===== config.mk =====
export PLATFORM = sky130hd
export DESIGN_NAME = tm3_timer
export DESIGN_NICKNAME = d
export VERILOG_FILES = /design/src/shared/tm3_pkg.sv /design/src/tm3_tick_gen.sv /design/src/tm3_timer.sv
export SDC_FILE = /design/constraint.sdc
export NUM_CORES = 1
export LEC_CHECK = 0
export CAP_MARGIN = 20
export CELL_PAD_IN_SITES_DETAIL_PLACEMENT = 0
export CELL_PAD_IN_SITES_GLOBAL_PLACEMENT = 2
export CORE_ASPECT_RATIO = 1.5
export CORE_MARGIN = 3
export CORE_UTILIZATION = 35
export DETAILED_ROUTE_END_ITERATION = 10
export DONT_BUFFER_PORTS = 1
export GPL_ROUTABILITY_DRIVEN = 0
export GPL_TIMING_DRIVEN = 0
export PLACE_DENSITY_LB_ADDON = 0.1
export SETUP_SLACK_MARGIN = 0.3
export SLEW_MARGIN = 20
export SYNTH_ARGS = -nofsm -noshare
export SYNTH_HDL_FRONTEND = slang
export SYNTH_SLANG_ARGS = --single-unit

===== constraint.sdc =====
create_clock -name i_sys_clk -period 5.7 [get_ports i_sys_clk]
set_input_delay 0.285 -clock i_sys_clk [delete_from_list [all_inputs] [get_ports i_sys_clk]]
set_output_delay 0.285 -clock i_sys_clk [all_outputs]
set_load 0.01 [all_outputs]

===== src/shared/tm3_pkg.sv =====
// Constants shared by the timer 3 control and status block.
// Assumes an 8-bit special-function register port on the core clock.
package tm3_pkg;
  // ***********************************************
  // Register addresses
  // ***********************************************
  localparam logic [7:0] ADDR_CTRL   = 8'h91;
  localparam logic [7:0] ADDR_RLD_LO = 8'h92;
  localparam logic [7:0] ADDR_RLD_HI = 8'h93;
  localparam logic [7:0] ADDR_CNT_LO = 8'h94;
  localparam logic [7:0] ADDR_CNT_HI = 8'h95;
  // ***********************************************
  // Reset values and byte limits
  // ***********************************************
  localparam logic [7:0] CTRL_RESET  = 8'h00;
  localparam logic [7:0] BYTE_RESET  = 8'h00;
  localparam logic [7:0] BYTE_MAX    = 8'hFF;
  localparam logic [7:0] BYTE_ZERO   = 8'h00;
  // ***********************************************
  // Control register fields
  // ***********************************************
  localparam int BIT_HFLAG   = 7;
  localparam int BIT_LFLAG   = 6;
  localparam int BIT_LIRQ    = 5;
  localparam int BIT_CAP     = 4;
  localparam int BIT_SPLIT   = 3;
  localparam int BIT_RUN     = 2;
  localparam int BIT_ALT_MSB = 1;
  localparam int BIT_ALT_LSB = 0;
  // ***********************************************
  // Alternate clock codes and divider terminal counts
  // ***********************************************
  localparam logic [1:0] ALT_SYS_DIV12 = 2'h0;
  localparam logic [1:0] ALT_EXT_DIV8  = 2'h1;
  localparam logic [1:0] ALT_RESERVED  = 2'h2;
  localparam logic [1:0] ALT_SLOW_DIV8 = 2'h3;
  localparam logic [3:0] SYS_DIV_LAST  = 4'hB;
  localparam logic [2:0] OSC_DIV_LAST  = 3'h7;
  localparam int         OSC_CH_EXT    = 0;
  localparam int         OSC_CH_SLOW   = 1;
endpackage


===== src/tm3_tick_gen.sv =====
// Tick sources for timer 3: core clock / 12, external oscillator / 8,
// slow oscillator / 8 and the slow oscillator falling edge.
// Assumes oscillator inputs are asynchronous to the core clock.
module tm3_tick_gen (
  input  wire logic i_sys_clk,     // Core clock
  input  wire logic i_resetn,      // Async reset, active low
  input  wire logic i_suspend,     // Suspend: skip agreement filter
  input  wire logic i_ext_osc,     // External oscillator pin
  input  wire logic i_slow_osc,    // Slow oscillator output
  output logic      o_tick_div12,  // Core clock / 12 pulse
  output logic      o_tick_ext8,   // External / 8 pulse
  output logic      o_tick_slow8,  // Slow oscillator / 8 pulse
  output logic      o_slow_fall    // Slow oscillator falling edge
);
  // ***********************************************
  // Core clock divide by twelve
  // ***********************************************
  logic [3:0] div12_r;
  always_ff @(posedge i_sys_clk or negedge i_resetn) begin
    if (!i_resetn) begin
      div12_r      <= 4'h0;
      o_tick_div12 <= 1'b0;
    end else begin
      o_tick_div12 <= (div12_r == tm3_pkg::SYS_DIV_LAST);
      div12_r      <= (div12_r == tm3_pkg::SYS_DIV_LAST) ? 4'h0 : div12_r + 4'h1;
    end
  end
  // ***********************************************
  // Oscillator synchronisers and divide by eight
  // ***********************************************
  logic [1:0] osc_in;
  logic [1:0] tick8;
  logic [1:0] fall;
  assign osc_in = {i_slow_osc, i_ext_osc};
  genvar ch;
  generate
    for (ch = 0; ch < 2; ch++) begin : g_osc
      logic [2:0] sync_r;
      logic       lvl_r;
      logic       lvl_nxt;
      logic [2:0] div_r;
      logic       tick_r;
      logic       fall_r;
      // Outside suspend a level counts once stages two and three agree
      assign lvl_nxt = (i_suspend || sync_r[1] == sync_r[2]) ? sync_r[1] : lvl_r;
      always_ff @(posedge i_sys_clk or negedge i_resetn) begin
        if (!i_resetn) begin
          sync_r <= 3'h0;
          lvl_r  <= 1'b0;
          div_r  <= 3'h0;
          tick_r <= 1'b0;
          fall_r <= 1'b0;
        end else begin
          sync_r <= {sync_r[1:0], osc_in[ch]};
          lvl_r  <= lvl_nxt;
          tick_r <= 1'b0;
          fall_r <= lvl_r & ~lvl_nxt;
          if (lvl_nxt && !lvl_r) begin
            div_r  <= div_r + 3'h1;
            tick_r <= (div_r == tm3_pkg::OSC_DIV_LAST);
          end
        end
      end
      // Each channel drives only its own bit of the shared vectors
      assign tick8[ch] = tick_r;
      assign fall[ch]  = fall_r;
    end
  endgenerate
  assign o_tick_ext8  = tick8[tm3_pkg::OSC_CH_EXT];
  assign o_tick_slow8 = tick8[tm3_pkg::OSC_CH_SLOW];
  assign o_slow_fall  = fall[tm3_pkg::OSC_CH_SLOW];
endmodule


===== src/tm3_timer.sv =====
// Timer 3 control/status register with its 16-bit or split 8-bit counter.
// Assumes a single-cycle SFR write strobe and address on the core clock.
// How it works
// - High overflow flag sets when the upper count byte wraps from FF to its reload byte.
// - In 16-bit mode the high flag sets when FFFF wraps to the reload pair.
// - Timer irq enable plus set high flag raises the interrupt request.
// - Hardware never clears either overflow flag; software writes them.
// - Low overflow flag sets on every low byte wrap, any mode.
// - Low irq enable plus timer irq enable requests irq on low overflow.
// - Capture enable: slow osc falling edge copies count to reload, flags.
// - Split bit picks one 16-bit or two 8-bit auto-reload timers.
// - Run bit enables counting; in split mode it gates only the high byte.
// - Alternate clock: 00 core/12, 01 ext/8, 10 none, 11 slow/8.
// - Split mode: alternate clock shared; per-byte pick chooses core clock.
// - External and slow sources pass the agreement filter except in suspend.
// - 16-bit wrap from FFFF loads the 16-bit reload pair.
// - Split mode: each byte reloads from its own reload byte; a high byte wrap also reloads the low byte.
module tm3_timer (
  input  wire logic       i_sys_clk,              // Core clock, 25 MHz
  input  wire logic       i_resetn,               // Async reset, active low
  input  wire logic [7:0] i_sfr_addr,             // SFR address
  input  wire logic       i_sfr_wr,               // SFR write strobe
  input  wire logic [7:0] i_sfr_wdata,            // SFR write data
  output logic      [7:0] o_sfr_rdata,            // SFR read data, one cycle late
  input  wire logic       i_timer_irq_enable,     // Timer 3 interrupt enable
  input  wire logic       i_high_byte_clock_pick, // 1: high byte on core clock in split mode
  input  wire logic       i_low_byte_clock_pick,  // 1: low byte on core clock
  input  wire logic       i_suspend,              // Device in suspend
  input  wire logic       i_ext_osc,              // External oscillator
  input  wire logic       i_slow_osc,             // Slow oscillator
  output logic            o_irq_req               // Interrupt request level
);
  // ***********************************************
  // Register state
  // ***********************************************
  logic       hflag_r;
  logic       lflag_r;
  logic       lirq_en_r;
  logic       cap_en_r;
  logic       split_r;
  logic       run_r;
  logic [1:0] alt_r;
  logic [7:0] cnt_lo_r;
  logic [7:0] cnt_hi_r;
  logic [7:0] rld_lo_r;
  logic [7:0] rld_hi_r;
  logic       wr_ctrl;
  logic       wr_cnt_lo;
  logic       wr_cnt_hi;
  logic       wr_rld_lo;
  logic       wr_rld_hi;
  assign wr_ctrl   = i_sfr_wr && i_sfr_addr == tm3_pkg::ADDR_CTRL;
  assign wr_cnt_lo = i_sfr_wr && i_sfr_addr == tm3_pkg::ADDR_CNT_LO;
  assign wr_cnt_hi = i_sfr_wr && i_sfr_addr == tm3_pkg::ADDR_CNT_HI;
  assign wr_rld_lo = i_sfr_wr && i_sfr_addr == tm3_pkg::ADDR_RLD_LO;
  assign wr_rld_hi = i_sfr_wr && i_sfr_addr == tm3_pkg::ADDR_RLD_HI;
  // ***********************************************
  // Clock sources
  // ***********************************************
  logic tick_div12;
  logic tick_ext8;
  logic tick_slow8;
  logic slow_fall;
  logic alt_tick;
  tm3_tick_gen u_ticks (
    .i_sys_clk    (i_sys_clk),
    .i_resetn     (i_resetn),
    .i_suspend    (i_suspend),
    .i_ext_osc    (i_ext_osc),
    .i_slow_osc   (i_slow_osc),
    .o_tick_div12 (tick_div12),
    .o_tick_ext8  (tick_ext8),
    .o_tick_slow8 (tick_slow8),
    .o_slow_fall  (slow_fall)
  );
  always_comb begin
    unique case (alt_r)
      tm3_pkg::ALT_SYS_DIV12: alt_tick = tick_div12;
      tm3_pkg::ALT_EXT_DIV8:  alt_tick = tick_ext8;
      tm3_pkg::ALT_SLOW_DIV8: alt_tick = tick_slow8;
      tm3_pkg::ALT_RESERVED:  alt_tick = 1'b0;
    endcase
  end
  // ***********************************************
  // Count structure
  // ***********************************************
  logic tick_lo;
  logic tick_hi;
  logic inc_lo;
  logic inc_hi;
  logic lo_wrap;
  logic hi_wrap;
  logic cap_evt;
  assign tick_lo = i_low_byte_clock_pick | alt_tick;
  assign tick_hi = i_high_byte_clock_pick | alt_tick;
  assign inc_lo  = split_r ? tick_lo : (run_r & tick_lo);
  assign lo_wrap = inc_lo && cnt_lo_r == tm3_pkg::BYTE_MAX;
  assign inc_hi  = split_r ? (run_r & tick_hi) : lo_wrap;
  assign hi_wrap = inc_hi && cnt_hi_r == tm3_pkg::BYTE_MAX;
  assign cap_evt = cap_en_r & slow_fall;
  // Software writes to a count byte win over counting in that cycle
  always_ff @(posedge i_sys_clk or negedge i_resetn) begin
    if (!i_resetn) begin
      cnt_lo_r <= tm3_pkg::BYTE_RESET;
    end else if (wr_cnt_lo) begin
      cnt_lo_r <= i_sfr_wdata;
    end else if (split_r && lo_wrap) begin
      cnt_lo_r <= rld_lo_r;
    end else if (hi_wrap) begin
      cnt_lo_r <= rld_lo_r;
    end else if (lo_wrap) begin
      cnt_lo_r <= tm3_pkg::BYTE_ZERO;
    end else if (inc_lo) begin
      cnt_lo_r <= cnt_lo_r + 8'h01;
    end
  end
  always_ff @(posedge i_sys_clk or negedge i_resetn) begin
    if (!i_resetn) begin
      cnt_hi_r <= tm3_pkg::BYTE_RESET;
    end else if (wr_cnt_hi) begin
      cnt_hi_r <= i_sfr_wdata;
    end else if (hi_wrap) begin
      cnt_hi_r <= rld_hi_r;
    end else if (inc_hi) begin
      cnt_hi_r <= cnt_hi_r + 8'h01;
    end
  end
  // Capture wins over a software write to the reload pair
  always_ff @(posedge i_sys_clk or negedge i_resetn) begin
    if (!i_resetn) begin
      rld_lo_r <= tm3_pkg::BYTE_RESET;
      rld_hi_r <= tm3_pkg::BYTE_RESET;
    end else if (cap_evt) begin
      rld_lo_r <= cnt_lo_r;
      rld_hi_r <= cnt_hi_r;
    end else begin
      if (wr_rld_lo) begin
        rld_lo_r <= i_sfr_wdata;
      end
      if (wr_rld_hi) begin
        rld_hi_r <= i_sfr_wdata;
      end
    end
  end
  // ***********************************************
  // Control register and flags
  // ***********************************************
  always_ff @(posedge i_sys_clk or negedge i_resetn) begin
    if (!i_resetn) begin
      lirq_en_r <= tm3_pkg::CTRL_RESET[tm3_pkg::BIT_LIRQ];
      cap_en_r  <= tm3_pkg::CTRL_RESET[tm3_pkg::BIT_CAP];
      split_r   <= tm3_pkg::CTRL_RESET[tm3_pkg::BIT_SPLIT];
      run_r     <= tm3_pkg::CTRL_RESET[tm3_pkg::BIT_RUN];
      alt_r     <= tm3_pkg::CTRL_RESET[tm3_pkg::BIT_ALT_MSB:tm3_pkg::BIT_ALT_LSB];
    end else if (wr_ctrl) begin
      lirq_en_r <= i_sfr_wdata[tm3_pkg::BIT_LIRQ];
      cap_en_r  <= i_sfr_wdata[tm3_pkg::BIT_CAP];
      split_r   <= i_sfr_wdata[tm3_pkg::BIT_SPLIT];
      run_r     <= i_sfr_wdata[tm3_pkg::BIT_RUN];
      alt_r     <= i_sfr_wdata[tm3_pkg::BIT_ALT_MSB:tm3_pkg::BIT_ALT_LSB];
    end
  end
  always_ff @(posedge i_sys_clk or negedge i_resetn) begin
    if (!i_resetn) begin
      hflag_r <= tm3_pkg::CTRL_RESET[tm3_pkg::BIT_HFLAG];
      lflag_r <= tm3_pkg::CTRL_RESET[tm3_pkg::BIT_LFLAG];
    end else begin
      // Only a write can lower a flag; an event in the same cycle wins
      hflag_r <= (wr_ctrl ? i_sfr_wdata[tm3_pkg::BIT_HFLAG] : hflag_r)
                 | hi_wrap | cap_evt;
      lflag_r <= (wr_ctrl ? i_sfr_wdata[tm3_pkg::BIT_LFLAG] : lflag_r)
                 | lo_wrap;
    end
  end
  always_ff @(posedge i_sys_clk or negedge i_resetn) begin
    if (!i_resetn) begin
      o_irq_req <= 1'b0;
    end else begin
      o_irq_req <= i_timer_irq_enable & (hflag_r | (lirq_en_r & lflag_r));
    end
  end
  // ***********************************************
  // Read data
  // ***********************************************
  always_ff @(posedge i_sys_clk or negedge i_resetn) begin
    if (!i_resetn) begin
      o_sfr_rdata <= 8'h00;
    end else begin
      unique case (i_sfr_addr)
        tm3_pkg::ADDR_CTRL:   o_sfr_rdata <= {hflag_r, lflag_r, lirq_en_r, cap_en_r,
                                              split_r, run_r, alt_r};
        tm3_pkg::ADDR_RLD_LO: o_sfr_rdata <= rld_lo_r;
        tm3_pkg::ADDR_RLD_HI: o_sfr_rdata <= rld_hi_r;
        tm3_pkg::ADDR_CNT_LO: o_sfr_rdata <= cnt_lo_r;
        tm3_pkg::ADDR_CNT_HI: o_sfr_rdata <= cnt_hi_r;
        default:              o_sfr_rdata <= 8'h00;
      endcase
    end
  end
endmodule


### Word-level counts from Yosys, hierarchy flattened

Cells that the tools add are included.

| cells by class | value |
|---|---|
| add/subtract/negate cells | 5 |
| equal/unequal tests | 15 |
| multiplexer cells | 23 |
| bitwise operators | 13 |
| reductions and logical operators | 19 |

Operators by type and width:

| kind | count |
|---|---|
| 8-bit 2-to-1 mux | 12 |
| 8-bit equality test, second input constant | 7 |
| 8-bit one-hot mux with 5 select lines | 1 |
| 8-bit by 1-bit adder with 8-bit output, second input constant | 2 |
| 1-bit logical AND | 10 |
| 1-bit 2-to-1 mux | 8 |
| 3-bit by 1-bit adder with 3-bit output, second input constant | 2 |
| 1-bit bitwise AND | 6 |
| 3-bit equality test, second input constant | 2 |
| 1-bit bitwise OR | 6 |
| 5-bit nonzero test | 1 |
| 4-bit by 1-bit adder with 4-bit output, second input constant | 1 |
| 2-bit equality test, second input constant | 2 |
| 4-bit equality test, second input constant | 1 |
| 4-bit 2-to-1 mux | 1 |
| 1-bit one-hot mux with 4 select lines | 1 |
| 2-bit nonzero test | 2 |
| 3-bit nonzero test | 1 |
| 1-bit equality test | 2 |
| 2-bit by 1-bit equality test with 1-bit output, second input constant | 1 |
| 1-bit logical NOT | 2 |
| 2-bit logical NOT | 1 |
| 1-bit logical OR | 2 |
| 1-bit NOT | 1 |

| storage, ports and cells | value |
|---|---|
| bits in registers | 71 |
| input port bits | 25 |
| output and inout bits | 9 |
| logic and storage cells | 99 |

### Logic depth before layout (Yosys ltp)

Gate-level depths: netlist (run 1).

| logic depth | value |
|---|---|
| depth after elaboration | 11 |
| mapped depth | 8 |
| depth with buffers taken out | 7 |

### By module

From an unflattened synthesis (run 1), not the netlist that was laid out.

| second synthesis, totals | value |
|---|---|
| cell total of the unflattened synthesis | 368 |
| area, all modules | 3,756.1 sq um |

By module, submodules not included:

| module | times used | cells an instance | area each (sq um) | seq. area each (sq um) |
|---|---|---|---|---|
| tm3_timer | 1 | 309 | 2,896.5 | 1,226.2 |
| tm3_tick_gen | 1 | 59 | 859.6 | 550.5 |

### Worst setup path after synthesis (run 1)

OpenSTA, ideal clock, no wires.

| timing path | value |
|---|---|
| kind | flip-flop to flip-flop |
| start point | reg alt_r[0] |
| end point | reg cnt_lo_r[2] |
| setup time | 125 ps |
| arrival | 2,021 ps |
| required time | 5,575 ps |
| slack | 3,554 ps |
| cell stages (with the launch flop) | 8 |
| buffers on the path | 1 |
| period minus slack after synthesis | 2,146 ps |
| cell sequence | dfrtp_1 > mux2_4 > or3_1 > o2111a_2 > o21ai_4 > and2_1 > buf_6 > mux2_4 |

| between the ends | value |
|---|---|
| word-level cells in the longest chain between the ends | 11 |
| elaborated cells between the ends (all ways) | 19 |
| those cells by class | eq/ne: 3; mux: 7; bitwise: 4; reduce/logical: 5 |

Ends and longest elaborated chain:

| element | RTL line | text |
|---|---|---|
| from (decl) | tm3_timer.sv:42 | `logic [1:0] alt_r;` |
| from (signal assigned) | tm3_timer.sv:154 | `alt_r <= tm3_pkg::CTRL_RESET[tm3_pkg::BIT_ALT_MSB:tm3_pkg::BIT_ALT_LSB];` |
| from (signal assigned) | tm3_timer.sv:160 | `alt_r <= i_sfr_wdata[tm3_pkg::BIT_ALT_MSB:tm3_pkg::BIT_ALT_LSB];` |
| 2-bit equality test, or another cell as far along | tm3_timer.sv:77 | `unique case (alt_r)` |
| 1-bit one-hot mux with 4 select lines * | tm3_timer.sv:77 |  |
| 1-bit bitwise OR | tm3_timer.sv:94 | `assign tick_lo = i_low_byte_clock_pick \| alt_tick;` |
| 1-bit bitwise AND | tm3_timer.sv:96 | `assign inc_lo = split_r ? tick_lo : (run_r & tick_lo);` |
| 1-bit 2-to-1 mux | tm3_timer.sv:96 |  |
| 1-bit logical AND | tm3_timer.sv:97 | `assign lo_wrap = inc_lo && cnt_lo_r == tm3_pkg::BYTE_MAX;` |
| 1-bit 2-to-1 mux | tm3_timer.sv:98 | `assign inc_hi = split_r ? (run_r & tick_hi) : lo_wrap;` |
| 1-bit logical AND | tm3_timer.sv:99 | `assign hi_wrap = inc_hi && cnt_hi_r == tm3_pkg::BYTE_MAX;` |
| 8-bit 2-to-1 mux | tm3_timer.sv:109 | `end else if (hi_wrap) begin` |
| 8-bit 2-to-1 mux | tm3_timer.sv:107 | `end else if (split_r && lo_wrap) begin` |
| 8-bit 2-to-1 mux | tm3_timer.sv:105 | `end else if (wr_cnt_lo) begin` |
| to (signal assigned) | tm3_timer.sv:106 | `cnt_lo_r <= i_sfr_wdata;` |
| to (signal assigned) | tm3_timer.sv:108 | `cnt_lo_r <= rld_lo_r;` |
| to (signal assigned) | tm3_timer.sv:110 | `cnt_lo_r <= rld_lo_r;` |
| to (decl) | tm3_timer.sv:43 | `logic [7:0] cnt_lo_r;` |

Every way passes the cells marked *; elsewhere a longest branch is shown, timed or not.
A chain may end at the register's enable or synchronous reset.

### Final worst setup path (run 1)

| timing path | value |
|---|---|
| start point | reg cnt_lo_r[0] |
| end point | reg cnt_hi_r[7] |

| between the ends | value |
|---|---|
| word-level cells in the longest chain between the ends | 6 |
| elaborated cells between the ends (all ways) | 7 |
| those cells by class | eq/ne: 1; mux: 3; reduce/logical: 3 |

Ends and longest elaborated chain:

| element | RTL line | text |
|---|---|---|
| from (signal assigned) | tm3_timer.sv:104 | `cnt_lo_r <= tm3_pkg::BYTE_RESET;` |
| from (signal assigned) | tm3_timer.sv:106 |  |
| from (signal assigned) | tm3_timer.sv:108 |  |
| 8-bit equality test * | tm3_timer.sv:97 |  |
| 1-bit logical AND * | tm3_timer.sv:97 |  |
| 1-bit 2-to-1 mux * | tm3_timer.sv:98 |  |
| 1-bit logical AND | tm3_timer.sv:99 |  |
| 8-bit 2-to-1 mux | tm3_timer.sv:122 | `end else if (hi_wrap) begin` |
| 8-bit 2-to-1 mux | tm3_timer.sv:120 | `end else if (wr_cnt_hi) begin` |
| to (signal assigned) | tm3_timer.sv:119 | `cnt_hi_r <= tm3_pkg::BYTE_RESET;` |
| to (signal assigned) | tm3_timer.sv:121 | `cnt_hi_r <= i_sfr_wdata;` |
| to (signal assigned) | tm3_timer.sv:123 | `cnt_hi_r <= rld_hi_r;` |
| to (decl) | tm3_timer.sv:44 | `logic [7:0] cnt_hi_r;` |

Marks and branches as above.

==> results of run 1 <==
-- synthesized netlist by cell type, types with 2 or more instances --
cell | n | area (sq um)
dfrtp_1 | 71 | 1780
nand2_1 | 54 | 203
nor2_1 | 28 | 105
o21ai_0 | 22 | 110
mux2i_1 | 17 | 170
nand3_1 | 13 | 65.1
o31ai_1 | 12 | 90.1
mux2_2 | 11 | 124
a22oi_1 | 9 | 67.6
a222oi_1 | 8 | 80.1
and3_1 | 8 | 50.1
xnor2_1 | 8 | 70.1
ha_1 | 7 | 87.6
inv_1 | 7 | 26.3
a21oi_1 | 6 | 30.0
a31oi_1 | 6 | 37.5
clkbuf_1 | 6 | 22.5
a221oi_1 | 5 | 43.8
and2_1 | 4 | 25.0
nor3_1 | 4 | 20.0
nor4_2 | 4 | 50.1
buf_6 | 3 | 33.8
mux2_4 | 3 | 45.0
a211oi_1 | 2 | 15.0
a41oi_1 | 2 | 17.5
and4_1 | 2 | 17.5
buf_2 | 2 | 10.0
nand2_2 | 2 | 12.5
nand4_1 | 2 | 12.5
o211ai_1 | 2 | 15.0
or3_1 | 2 | 12.5
-- registers in the layout, summed over array words and instances (netlist names), 2 cells and up --
register              cells
cnt_hi_r                  8
cnt_lo_r                  8
o_sfr_rdata               8
rld_hi_r                  8
rld_lo_r                  8
u_ticks.g_osc.div_r       6
u_ticks.g_osc.sync_r      6
u_ticks.div12_r           4
alt_r                     2
u_ticks.g_osc.lvl_r       2
-- layer usage --
layer / share of wire [%] / up-vias
li1: - / 1362
met1: 40 / 1392
met2: 55 / 56
met3: 2.9 / 12
met4: 1.8 / 0
met5: 0 / -
-- cells in the final DEF (no fill, tap or decap), types with 5 or more instances in the layout --
cell type  synthesis  routed
nand3_1           13      13
a21oi_1            6       6
o21ai_0           22      22
inv_1              7       7
a31oi_1            6       6
clkbuf_16          0       9
ha_1               7       7
nand2_1           54      54
a222oi_1           8       8
o31ai_1           12      12
and3_1             8       8
xnor2_1            8       8
mux2_2            11      11
clkbuf_1           6       7
a22oi_1            9       9
dfrtp_1           71      71
nor2_1            28      28
mux2i_1           17      17
a221oi_1           5       5
-- per-stage QoR --
stage	cell area, sq um	worst slack, ns	power, mW	hold slack [ns]	instances
global route	4270	2.97	1.59	0.0723	520
global placement	3870	3.21	0.849	-0.00825	499
CTS	4260	3.20	1.51	0.0554	519
floorplan	3690	3.55	0.801	-0.0106	358
detailed placement	3870	3.21	0.856	-0.00812	499
finish	4270	3.25	1.50	0.0683	520
-- logic make-up (layout without fill, tap and decap cells) --
| family | Yosys count | after routing | synth area share (%) |
|---|---|---|---|
| compound gates | 85 | 85 | 16.8 |
| mux | 31 | 31 | 9.19 |
| xor+xnor | 9 | 9 | 2.14 |
| simple gates | 134 | 134 | 18.1 |
| flops | 71 | 71 | 48.1 |
| fa+ha+maj | 7 | 7 | 2.37 |
| buf+inv | 21 | 42 | 3.22 |
-- layout make-up --
| type | count | area share [%] |
|---|---|---|
| buffer | 14 | 2.17 |
| inverter | 7 | 0.615 |
| clock buffer | 10 | 5.36 |
| tap | 141 | 4.13 |
| multi-input combinational | 266 | 42.0 |
| clock inverter | 6 | 2.55 |
| timing repair buffer | 5 | 1.52 |
| sequential | 71 | 41.6 |
-- worst max-delay path by stage --
stage,from,endpoint,slack [ns],depth (start not counted)
after floorplan,alt_r[0]$_DFFE_PN0P_,cnt_lo_r[2]$_DFFE_PN0P_,3.55,7
after detailed placement,cnt_lo_r[0]$_DFFE_PN0P_,cnt_hi_r[7]$_DFFE_PN0P_,3.21,6
after CTS,cnt_lo_r[0]$_DFFE_PN0P_,cnt_hi_r[7]$_DFFE_PN0P_,3.20,6
after global routing,cnt_hi_r[0]$_DFFE_PN0P_,cnt_lo_r[5]$_DFFE_PN0P_,2.97,7
final,cnt_lo_r[0]$_DFFE_PN0P_,cnt_hi_r[7]$_DFFE_PN0P_,3.25,6
after global placement,cnt_lo_r[0]$_DFFE_PN0P_,cnt_hi_r[7]$_DFFE_PN0P_,3.21,6
-- power by group through the flow --
stage	registers [mW]	logic [mW]	clock network (mW)
CTS	0.665	0.197	0.652
global route	0.679	0.231	0.676
global placement	0.673	0.176	0
finish	0.667	0.193	0.637
floorplan	0.648	0.153	0
detailed placement	0.674	0.182	0
-- repair_timing --
action	4_1_cts	5_1_grt
hold buffers	4	0
buffers inserted	0	0
hold endpoints to repair	73	0
gates resized for setup	0	0
==> out/metrics.csv, run 1 <==
metric,value,unit
cell area after synthesis,3690,sq um
Mapped Avg Cell Area,10.3,sq um
Chip Width,89.9,um
Synth cell types,57,
min-delay src,i_sfr_wdata[2],
peak supply drop,0.000176,V
fin crit share,42.9,%
CTS H-tree lvls,3,
r2r endpoint,cnt_hi_r[7]$_DFFE_PN0P_,
Routed WL,10.1,mm
Num CTS Buffers,9,
WL per Instance,19.3,um
HPWL after DPL,7.49,mm
boundary pin count,34,
setup TNS,0,ns
met3 Resource Use GR,3.20,%
first-pass GRT wire length,16.3,mm
CP endpoint kind,flip-flop,
die height,132,um
async set or reset register ratio after synthesis,100,%
hold crit path type,input pin to flip-flop,
initial antenna violation count,0,
Antenna diodes,0,
clock-pin slew of the registers on the worst-case setup and hold paths,0.06,ns
vias in the first global route,2884,
Max Slew Vio Count,0,
Pre-Repair DR Iteration Count,8,
"Buf+Inv Stages, Crit Path",0,
Int Pwr,1.12,mW
Nets,406,
RSZ-0062 raised after global routing,false,
largest stage delay on the critical path,0.49,ns
Reg power frac,44.6,%
footprint of the multi-input gates,1800,sq um
Final Hold Fails,0,
critical-path cell list,ha_1 -> nand3_2 -> or3_4 -> o21ai_2 -> a41oi_1 -> o31ai_1,
layout cells sized above 1,15.3,%
CTS root buffer,clkbuf_16,
Sink Count,71,
worst setup path class,flip-flop to flip-flop,
GR Util met1,20.9,%
Syn-to-layout area delta,15.7,%
sequential element share of the synthesized area,48.1,%
Fmax,0.409,GHz
Syn Nets,390,
register area,1780,sq um
"flops & latches, synth",71,
drc violations,0,
core area,10200,sq um
met2 usage in global routing,32.2,%
Util after Layout,41.9,%
CP Launch Type,flip-flop,
starting density of the core,36.2,%
"EDFF count, synth",0,
Vias per Instance,5.43,
row cnt,45,
gr ovfl total,0,
Max-Cap Viols,0,
total track usage,17.8,%
Clk pwr share,42.6,%
largest net degree at the start of global routing,72,
Slew HR,27.3,%
post-route ant nets,0,
FILL cells,991,
Max clock buf depth,2,
Ys Warns,0,
cell family with the largest share of critical-path delay,compound AO/OA/AOI/OAI gates,
IO buf count,0,
Setup Viol. Count Final,0,
worst-path maximum fanout,9,
status,"complete, no violations",
"reg-to-reg slack, setup",3.25,ns
R2R depth,6,
PD cells,350,nW/um^2
via count,2822,
Switch Pwr,0.380,mW
Syn Inst Count,358,
"Top FF cell, synth",dfrtp_1,
Sw Ratio,25.4,%
Slew @ Worst Pin,1.08,ns
reg2reg start,cnt_lo_r[0]$_DFFE_PN0P_,
Worst Hold Path Cells,2,
die area,11800,sq um
Leak Pwr,1.87,nW
"Clk Latency, worst-skew pair",0.33,ns
WP data required,5.93,ns
1st-iter DRT viols,225,
worst-path cell with the longest stage delay,dfrtp_1,
CTS tree,built,
hold endpoint,cnt_hi_r[2]$_DFFE_PN0P_,
grt peak-use layer,met2,
combinational share of power,12.9,%
critical path arrival,2.68,ns
min cycle time layout,2.45,ns
clock skew,0.00802,ns
(Power assumes the default switching activity.)
==> inputs of run 2 (changes only) <==
--- a/config.mk
+++ b/config.mk
@@ -5,6 +5,7 @@
 export SDC_FILE = /design/constraint.sdc
 export NUM_CORES = 1
 export LEC_CHECK = 0
+export ABC_AREA = 1
 export CAP_MARGIN = 20
 export CELL_PAD_IN_SITES_DETAIL_PLACEMENT = 0
 export CELL_PAD_IN_SITES_GLOBAL_PLACEMENT = 2
==> constraint.sdc (replaced) <==
create_clock -name i_sys_clk -period 2.5 [get_ports i_sys_clk]
set_input_delay 0.125 -clock i_sys_clk [delete_from_list [all_inputs] [get_ports i_sys_clk]]
set_output_delay 0.125 -clock i_sys_clk [all_outputs]
set_load 0.01 [all_outputs]
==> run 2 against run 1 <==
  * Worst hold slack worse by 0.062 ns
  * Critical endpoint is now cnt_lo_r[3]$_DFFE_PN0P_
  * Combinational power grew to 4.3 times the previous value
  * Clock power up 110%
  * Highest routed layer unchanged
  * Critical path type unchanged
  * Via count increased by 12%
  * Largest power group unchanged
  * Non-clock buffer count grew 5
  * Maximum frequency rose by 22%
  * Count of clock-buffer cells in the layout unchanged
  * Cell count rose by 23%
  * Global-route usage increased by 1.9 points
  * Clock skew is 0.0031 ns lower
==> out/metrics.csv, run 2 <==
metric,value,unit
status,"complete, no violations",
Int Pwr,2.66,mW
most common cell in the netlist,nand2_1,
peak supply drop,0.000421,V
drc violations,0,
RSZ-0062 raised after global routing,false,
Sink Count,71,
layout cells sized above 1,11.1,%
Max Slew Vio Count,0,
Pre-Repair DR Iteration Count,4,
Switch Pwr,1.22,mW
IO buf count,0,
total track usage,19.7,%
"reg-to-reg slack, setup",0.50,ns
Syn Inst Count,465,
met2 usage in global routing,35.5,%
post-synth top area share,46.6,%
WP data required,2.73,ns
Yosys top cell by area,dfrtp_1,
Slew HR,55.9,%
synth cell count leaders,"119 x nand2_1, 73 x inv_1, 71 x dfrtp_1",
gr ovfl total,0,
core area,10600,sq um
CTS tree,built,
largest cells by area after synthesis,"dfrtp_1 47%, nand2_1 12%, inv_1 7.2%",
"flops & latches, synth",71,
initial antenna violation count,0,
vias in the first global route,3243,
CP endpoint kind,flip-flop,
"EDFF count, synth",0,
row cnt,46,
CTS H-tree lvls,3,
Slew @ Worst Pin,0.660,ns
Num CTS Buffers,9,
die area,12200,sq um
Clk pwr share,35.1,%
min cycle time layout,2.00,ns
via count,3173,
"commonest non-fill, non-tap cell in the layout",nand2_1,
combinational share of power,21.5,%
post-route ant nets,0,
fin crit share,80.0,%
boundary pin count,34,
largest net degree at the start of global routing,72,
hold crit path type,input pin to flip-flop,
PD cells,869,nW/um^2
worst-path maximum fanout,10,
Crit path depth,11,
met3 Resource Use GR,3.65,%
first-pass GRT wire length,18.0,mm
Vias per Instance,4.95,
"Top FF cell, synth",dfrtp_1,
Mapped Avg Cell Area,8.19,sq um
Routed WL,11.3,mm
async set or reset register ratio after synthesis,100,%
Chip Width,91.2,um
CTS root buffer,clkbuf_16,
starting density of the core,36.0,%
grt peak-use layer,met2,
"Buf+Inv Stages, Crit Path",2,
"most used cell, CP",nand2_1,
largest stage delay on the critical path,0.41,ns
WL per Instance,17.6,um
clock-pin slew of the registers on the worst-case setup and hold paths,0.06,ns
"Power, Total",3.88,mW
Reg power frac,43.4,%
die height,134,um
Setup Viol. Count Final,0,
critical path arrival,2.22,ns
Max clock buf depth,2,
HPWL after DPL,8.81,mm
Nets,524,
worst setup path class,flip-flop to flip-flop,
Antenna diodes,0,
FILL cells,1144,
Final Hold Fails,0,
cell family with the largest share of critical-path delay,simple AND/OR/NAND/NOR gates,
sequential element share of the synthesized area,46.6,%
R2R depth,11,
1st-iter DRT viols,198,
Syn-to-layout area delta,17.2,%
GR Util met1,21.9,%
Sw Ratio,31.5,%
Synth cell types,42,
worst-path cell with the longest stage delay,dfrtp_1,
setup TNS,0,ns
clock skew,0.00494,ns
Syn Nets,497,
cell area after synthesis,3810,sq um
"Clk Latency, worst-skew pair",0.33,ns
most frequent cells in the layout,"119 x nand2_1, 73 x inv_1, 71 x dfrtp_1",
Ys Warns,0,
critical-path cell list,ha_1 -> nand3_2 -> nor2_2 -> nand2_2 -> nor3_4 -> nand3_4 -> nand3_1 -> buf_4 -> inv_2 -> nand2_1 -> nand2_1,
Fmax,0.500,GHz
Max-Cap Viols,0,
CP Launch Type,flip-flop,
Leak Pwr,2.19,nW
Worst Hold Path Cells,2,
run 2: power by group through the flow:
stage                     clock network [mW]  logic, mW  registers, mW
final                                   1.36      0.833           1.68
after global routing                    1.45      0.970           1.73
after CTS                               1.39      0.841           1.68
after detailed placement                   0      0.777           1.71
after global placement                     0      0.764           1.70
after floorplan                            0      0.640           1.62
run 2: stage by stage:
step	utilization (%)	area (sq um)	instances	setup WS, ns	hold WS [ns]
3_3_place_gp	37.7	3990	609	0.226	-0.169
4_1_cts	41.8	4430	636	0.339	0.00747
2_1_floorplan	-	3810	465	0.719	-0.171
6_report	42.2	4460	641	0.501	0.00630
3_5_place_dp	37.7	3990	609	0.235	-0.168
5_1_grt	42.2	4460	641	0.314	0.0168
run 2: area by class of cell:
| type | count | area [sq um] | area share [%] |
|---|---|---|---|
| plain buffers | 8 | 43.8 | 0.981 |
| clock buffers | 10 | 229 | 5.13 |
| clock inverters | 6 | 85.1 | 1.91 |
| inverters | 76 | 285 | 6.39 |
| multi-input cells | 310 | 1700 | 38.2 |
| flip-flops and latches | 71 | 1780 | 39.8 |
| well taps | 144 | 180 | 4.04 |
| repair buffers | 16 | 160 | 3.59 |
run 2: path summary, 6_finish.rpt:
check                                                     start                              endpoint
setup / recovery                        cnt_hi_r[0]$_DFFE_PN0P_               cnt_lo_r[3]$_DFFE_PN0P_
hold / removal                                        i_suspend      u_ticks.g_osc[1].lvl_r$_DFF_PN0_
setup reg to reg                        cnt_hi_r[0]$_DFFE_PN0P_               cnt_lo_r[3]$_DFFE_PN0P_
hold reg to reg            u_ticks.g_osc[0].sync_r[0]$_DFF_PN0_  u_ticks.g_osc[0].sync_r[1]$_DFF_PN0_
max in group asynchronous                              i_resetn               cnt_hi_r[3]$_DFFE_PN0P_
min in group asynchronous                              i_resetn               cnt_lo_r[6]$_DFFE_PN0P_
run 2: kinds of logic after synthesis:
group                      after synthesis  share of synthesized area (%)
adders and majority gates                7                           2.30
muxes                                    5                           1.44
AOI/OAI and AO/OA                       77                           13.5
and+or+nand+nor                        211                           25.2
xor gates and xnor gates                10                           2.30
DFF                                     71                           46.6
buffers and inverters                   84                           8.64
run 2: timing repair:
| item | CTS | global route |
|---|---|---|
| pin swaps | 1 | 2 |
| hold buffers | 9 | 0 |
| gates resized for setup | 0 | 0 |
| hold endpoints to repair | 78 | 0 |
| gates cloned | 0 | 0 |
| setup buffers | 2 | 5 |
| endpoints found under the setup margin | 8 | 14 |
run 2: worst register-to-register path, delay by kind of cell, from the launching register on:
family,cells,cell delay [ns]
adders and majority gates,1,0.23
buffers and inverters,2,0.29
and+or+nand+nor,8,0.98
DFF,1,0.41
run 2: metal layers:
| metal | wire, um | up-vias |
|---|---|---|
| met5 | 0 | - |
| met4 | 460 | 0 |
| met3 | 339 | 26 |
| met2 | 6060 | 58 |
| met1 | 4440 | 1505 |
| li1 | - | 1584 |
==> inputs of run 3 (changes only) <==
--- a/config.mk
+++ b/config.mk
@@ -11,7 +11,7 @@
 export CELL_PAD_IN_SITES_GLOBAL_PLACEMENT = 2
 export CORE_ASPECT_RATIO = 1.5
 export CORE_MARGIN = 3
-export CORE_UTILIZATION = 35
+export CORE_UTILIZATION = 34
 export DETAILED_ROUTE_END_ITERATION = 10
 export DONT_BUFFER_PORTS = 1
 export GPL_ROUTABILITY_DRIVEN = 0
==> constraint.sdc (replaced) <==
create_clock -name i_sys_clk -period 1.7 [get_ports i_sys_clk]
set_input_delay 0.085 -clock i_sys_clk [delete_from_list [all_inputs] [get_ports i_sys_clk]]
set_output_delay 0.085 -clock i_sys_clk [all_outputs]
set_load 0.01 [all_outputs]
==> run 3 against run 2 <==
  * The flow now finishes with violations (hold timing, setup timing)
  * Die area increased by 2.8%
  * Via count increased by 4.3%
  * Cell count increased by 2.8%
  * Setup slack got worse by 0.65 ns
  * Largest power group unchanged
  * Highest routed layer unchanged
==> out/metrics.csv, run 3 (synthesis results as in run 2) <==
metric,value,unit
cts hold-fix bufs,9,
Pre-Repair DR Iteration Count,4,
core area,10800,sq um
gr ovfl total,0,
Final Hold Fails,74,
placed insts,609,
largest stage delay on the critical path,0.40,ns
die height,136,um
PD cells,1290,nW/um^2
Num CTS Buffers,9,
HPWL after DPL,8.89,mm
worst setup path class,flip-flop to flip-flop,
R2R depth,11,
Util after Layout,45.3,%
RSZ-0062 raised after global routing,true,
final worst slack,-0.150,ns
CTS tree,built,
via count,3311,
Max Slew Vio Count,0,
Vias per Instance,5.02,
largest net degree at the start of global routing,72,
Slew HR,69.3,%
post-route ant nets,0,
min cycle time layout,1.85,ns
CTS root buffer,clkbuf_16,
starting density of the core,35.4,%
Final Non-Filler Cells,659,
Slew @ Worst Pin,0.459,ns
Setup Viol. Count Final,16,
worst-path cell with the longest stage delay,dfrtp_1,
most frequent cells in the layout,"113 x nand2_1, 68 x inv_1, 68 x dfrtp_1",
CTS H-tree lvls,3,
Sink Count,71,
Critical Path Start,cnt_hi_r[1]$_DFFE_PN0P_,
met3 routed WL,345,um
FILL cells,1097,
violations in the final reports,"hold timing, setup timing",
reg2reg start,cnt_hi_r[1]$_DFFE_PN0P_,
"reg-to-reg slack, setup",-0.15,ns
initial antenna violation count,0,
clock skew,0.00655,ns
critical-path cell list,ha_4 -> nand3_4 -> nor2_4 -> nand2_2 -> nor3_4 -> nand3_4 -> buf_8 -> a21oi_2 -> nand2_1 -> nand3_1 -> nand2_1,
boundary pin count,34,
Max-Cap Viols,0,
Routed WL,11.9,mm
Chip Width,92.4,um
Nets,542,
WL per Instance,18.1,um
worst-path maximum fanout,10,
wl on met1,4.58,mm
fin crit share,109,%
setup TNS,-1.69,ns
Antenna diodes,0,
WP data required,1.92,ns
layout cells sized above 1,20.8,%
length of routed met2 wiring,6.31,mm
"Power, Total",6.27,mW
IO buf count,0,
WHS,-0.563,ns
die area,12500,sq um
1st-iter DRT viols,180,
CP endpoint kind,flip-flop,
vias in the first global route,3400,
drc violations,0,
critical path arrival,2.07,ns
Fmax,0.541,GHz
Syn-to-layout area delta,28.0,%
first-pass GRT wire length,18.7,mm
clock-pin slew of the registers on the worst-case setup and hold paths,0.06,ns
r2r endpoint,cnt_lo_r[3]$_DFFE_PN0P_,
Leak Pwr,2.36,nW
row cnt,46,
peak supply drop,0.000824,V
"Clk Latency, worst-skew pair",0.34,ns
status,"complete, but fails checks",
CP Launch Type,flip-flop,
hold crit path type,input pin to asynchronous set/reset pin,
crit path to,cnt_lo_r[3]$_DFFE_PN0P_,
total track usage,20.0,%
"commonest non-fill, non-tap cell in the layout",nand2_1,
Top Layer Used,met4,
Max clock buf depth,2,
run 3: cell types whose count changed in the layout (fill, tap and decap cells not counted), moves of 5 or more:
cell     delta
inv_1       -5
o21ai_1     +6
nor2_4      +5
nand3_1     -5
buf_4      +12
o21ai_0     -6
nand2_1     -6
run 3: what timing repair did:
| item | CTS | global route |
|---|---|---|
| setup buffers | 15 | 9 |
| endpoints found under the hold margin | 84 | 71 |
| pin swaps | 11 | 11 |
| resized for setup | 31 | 22 |
| setup endpoints to repair | 36 | 42 |
| gates cloned | 1 | 0 |
run 3: power breakdown:
part	internal (mW)	leakage [nW]	switching [mW]
clock	1.59	0.176	0.766
sequential	2.09	0.885	0.413
combinational	0.670	1.30	0.741
run 3: per-stage QoR:
step                      cell area [sq um]  worst slack, ns  hold slack (ns)
after global routing                   4880           -0.305           -0.573
after floorplan                        3840          -0.0757           -0.211
after detailed placement               4020           -0.552           -0.208
after CTS                              4740           -0.192           -0.573
after global placement                 4020           -0.551           -0.209
final                                  4880           -0.150           -0.563
run 3: critical path, delay by kind of cell (launching register included):
| family | cells | cell delay, ns |
|---|---|---|
| AND/OR/NAND/NOR | 8 | 0.83 |
| buffers and inverters | 1 | 0.20 |
| AO/OA/AOI/OAI | 1 | 0.12 |
| flip-flops | 1 | 0.40 |
| adder cells (fa/ha/maj) | 1 | 0.18 |
run 3: area by class of cell:
class,count,area (sq um),share of cell area [%]
clock inverters,7,145,2.98
multi-input cells,311,1870,38.4
inverters,76,290,5.95
clock buffers,9,225,4.62
well taps,144,180,3.69
repair buffers,33,315,6.46
flip-flops and latches,71,1780,36.5
plain buffers,8,68.8,1.41
run 3: worst min path at each step:
| stage | start | to | slack, ns | cells past startpoint |
|---|---|---|---|---|
| 3_3_place_gp | i_resetn | cnt_lo_r[4]$_DFFE_PN0P_ | -0.21 | 0 |
| 2_1_floorplan | i_resetn | alt_r[0]$_DFFE_PN0P_ | -0.21 | 0 |
| 6_report | i_resetn | lirq_en_r$_DFFE_PN0P_ | -0.56 | 0 |
| 3_5_place_dp | i_resetn | cnt_lo_r[6]$_DFFE_PN0P_ | -0.21 | 0 |
| 5_1_grt | i_resetn | lirq_en_r$_DFFE_PN0P_ | -0.57 | 0 |
| 4_1_cts | i_resetn | lirq_en_r$_DFFE_PN0P_ | -0.57 | 0 |
run 3: per-layer routing:
metal,global-route usage [%],vias to the layer above
li1,-,1624
met3,2.78,38
met4,13.8,0
met2,34.8,59
met1,22.3,1590
met5,0,-
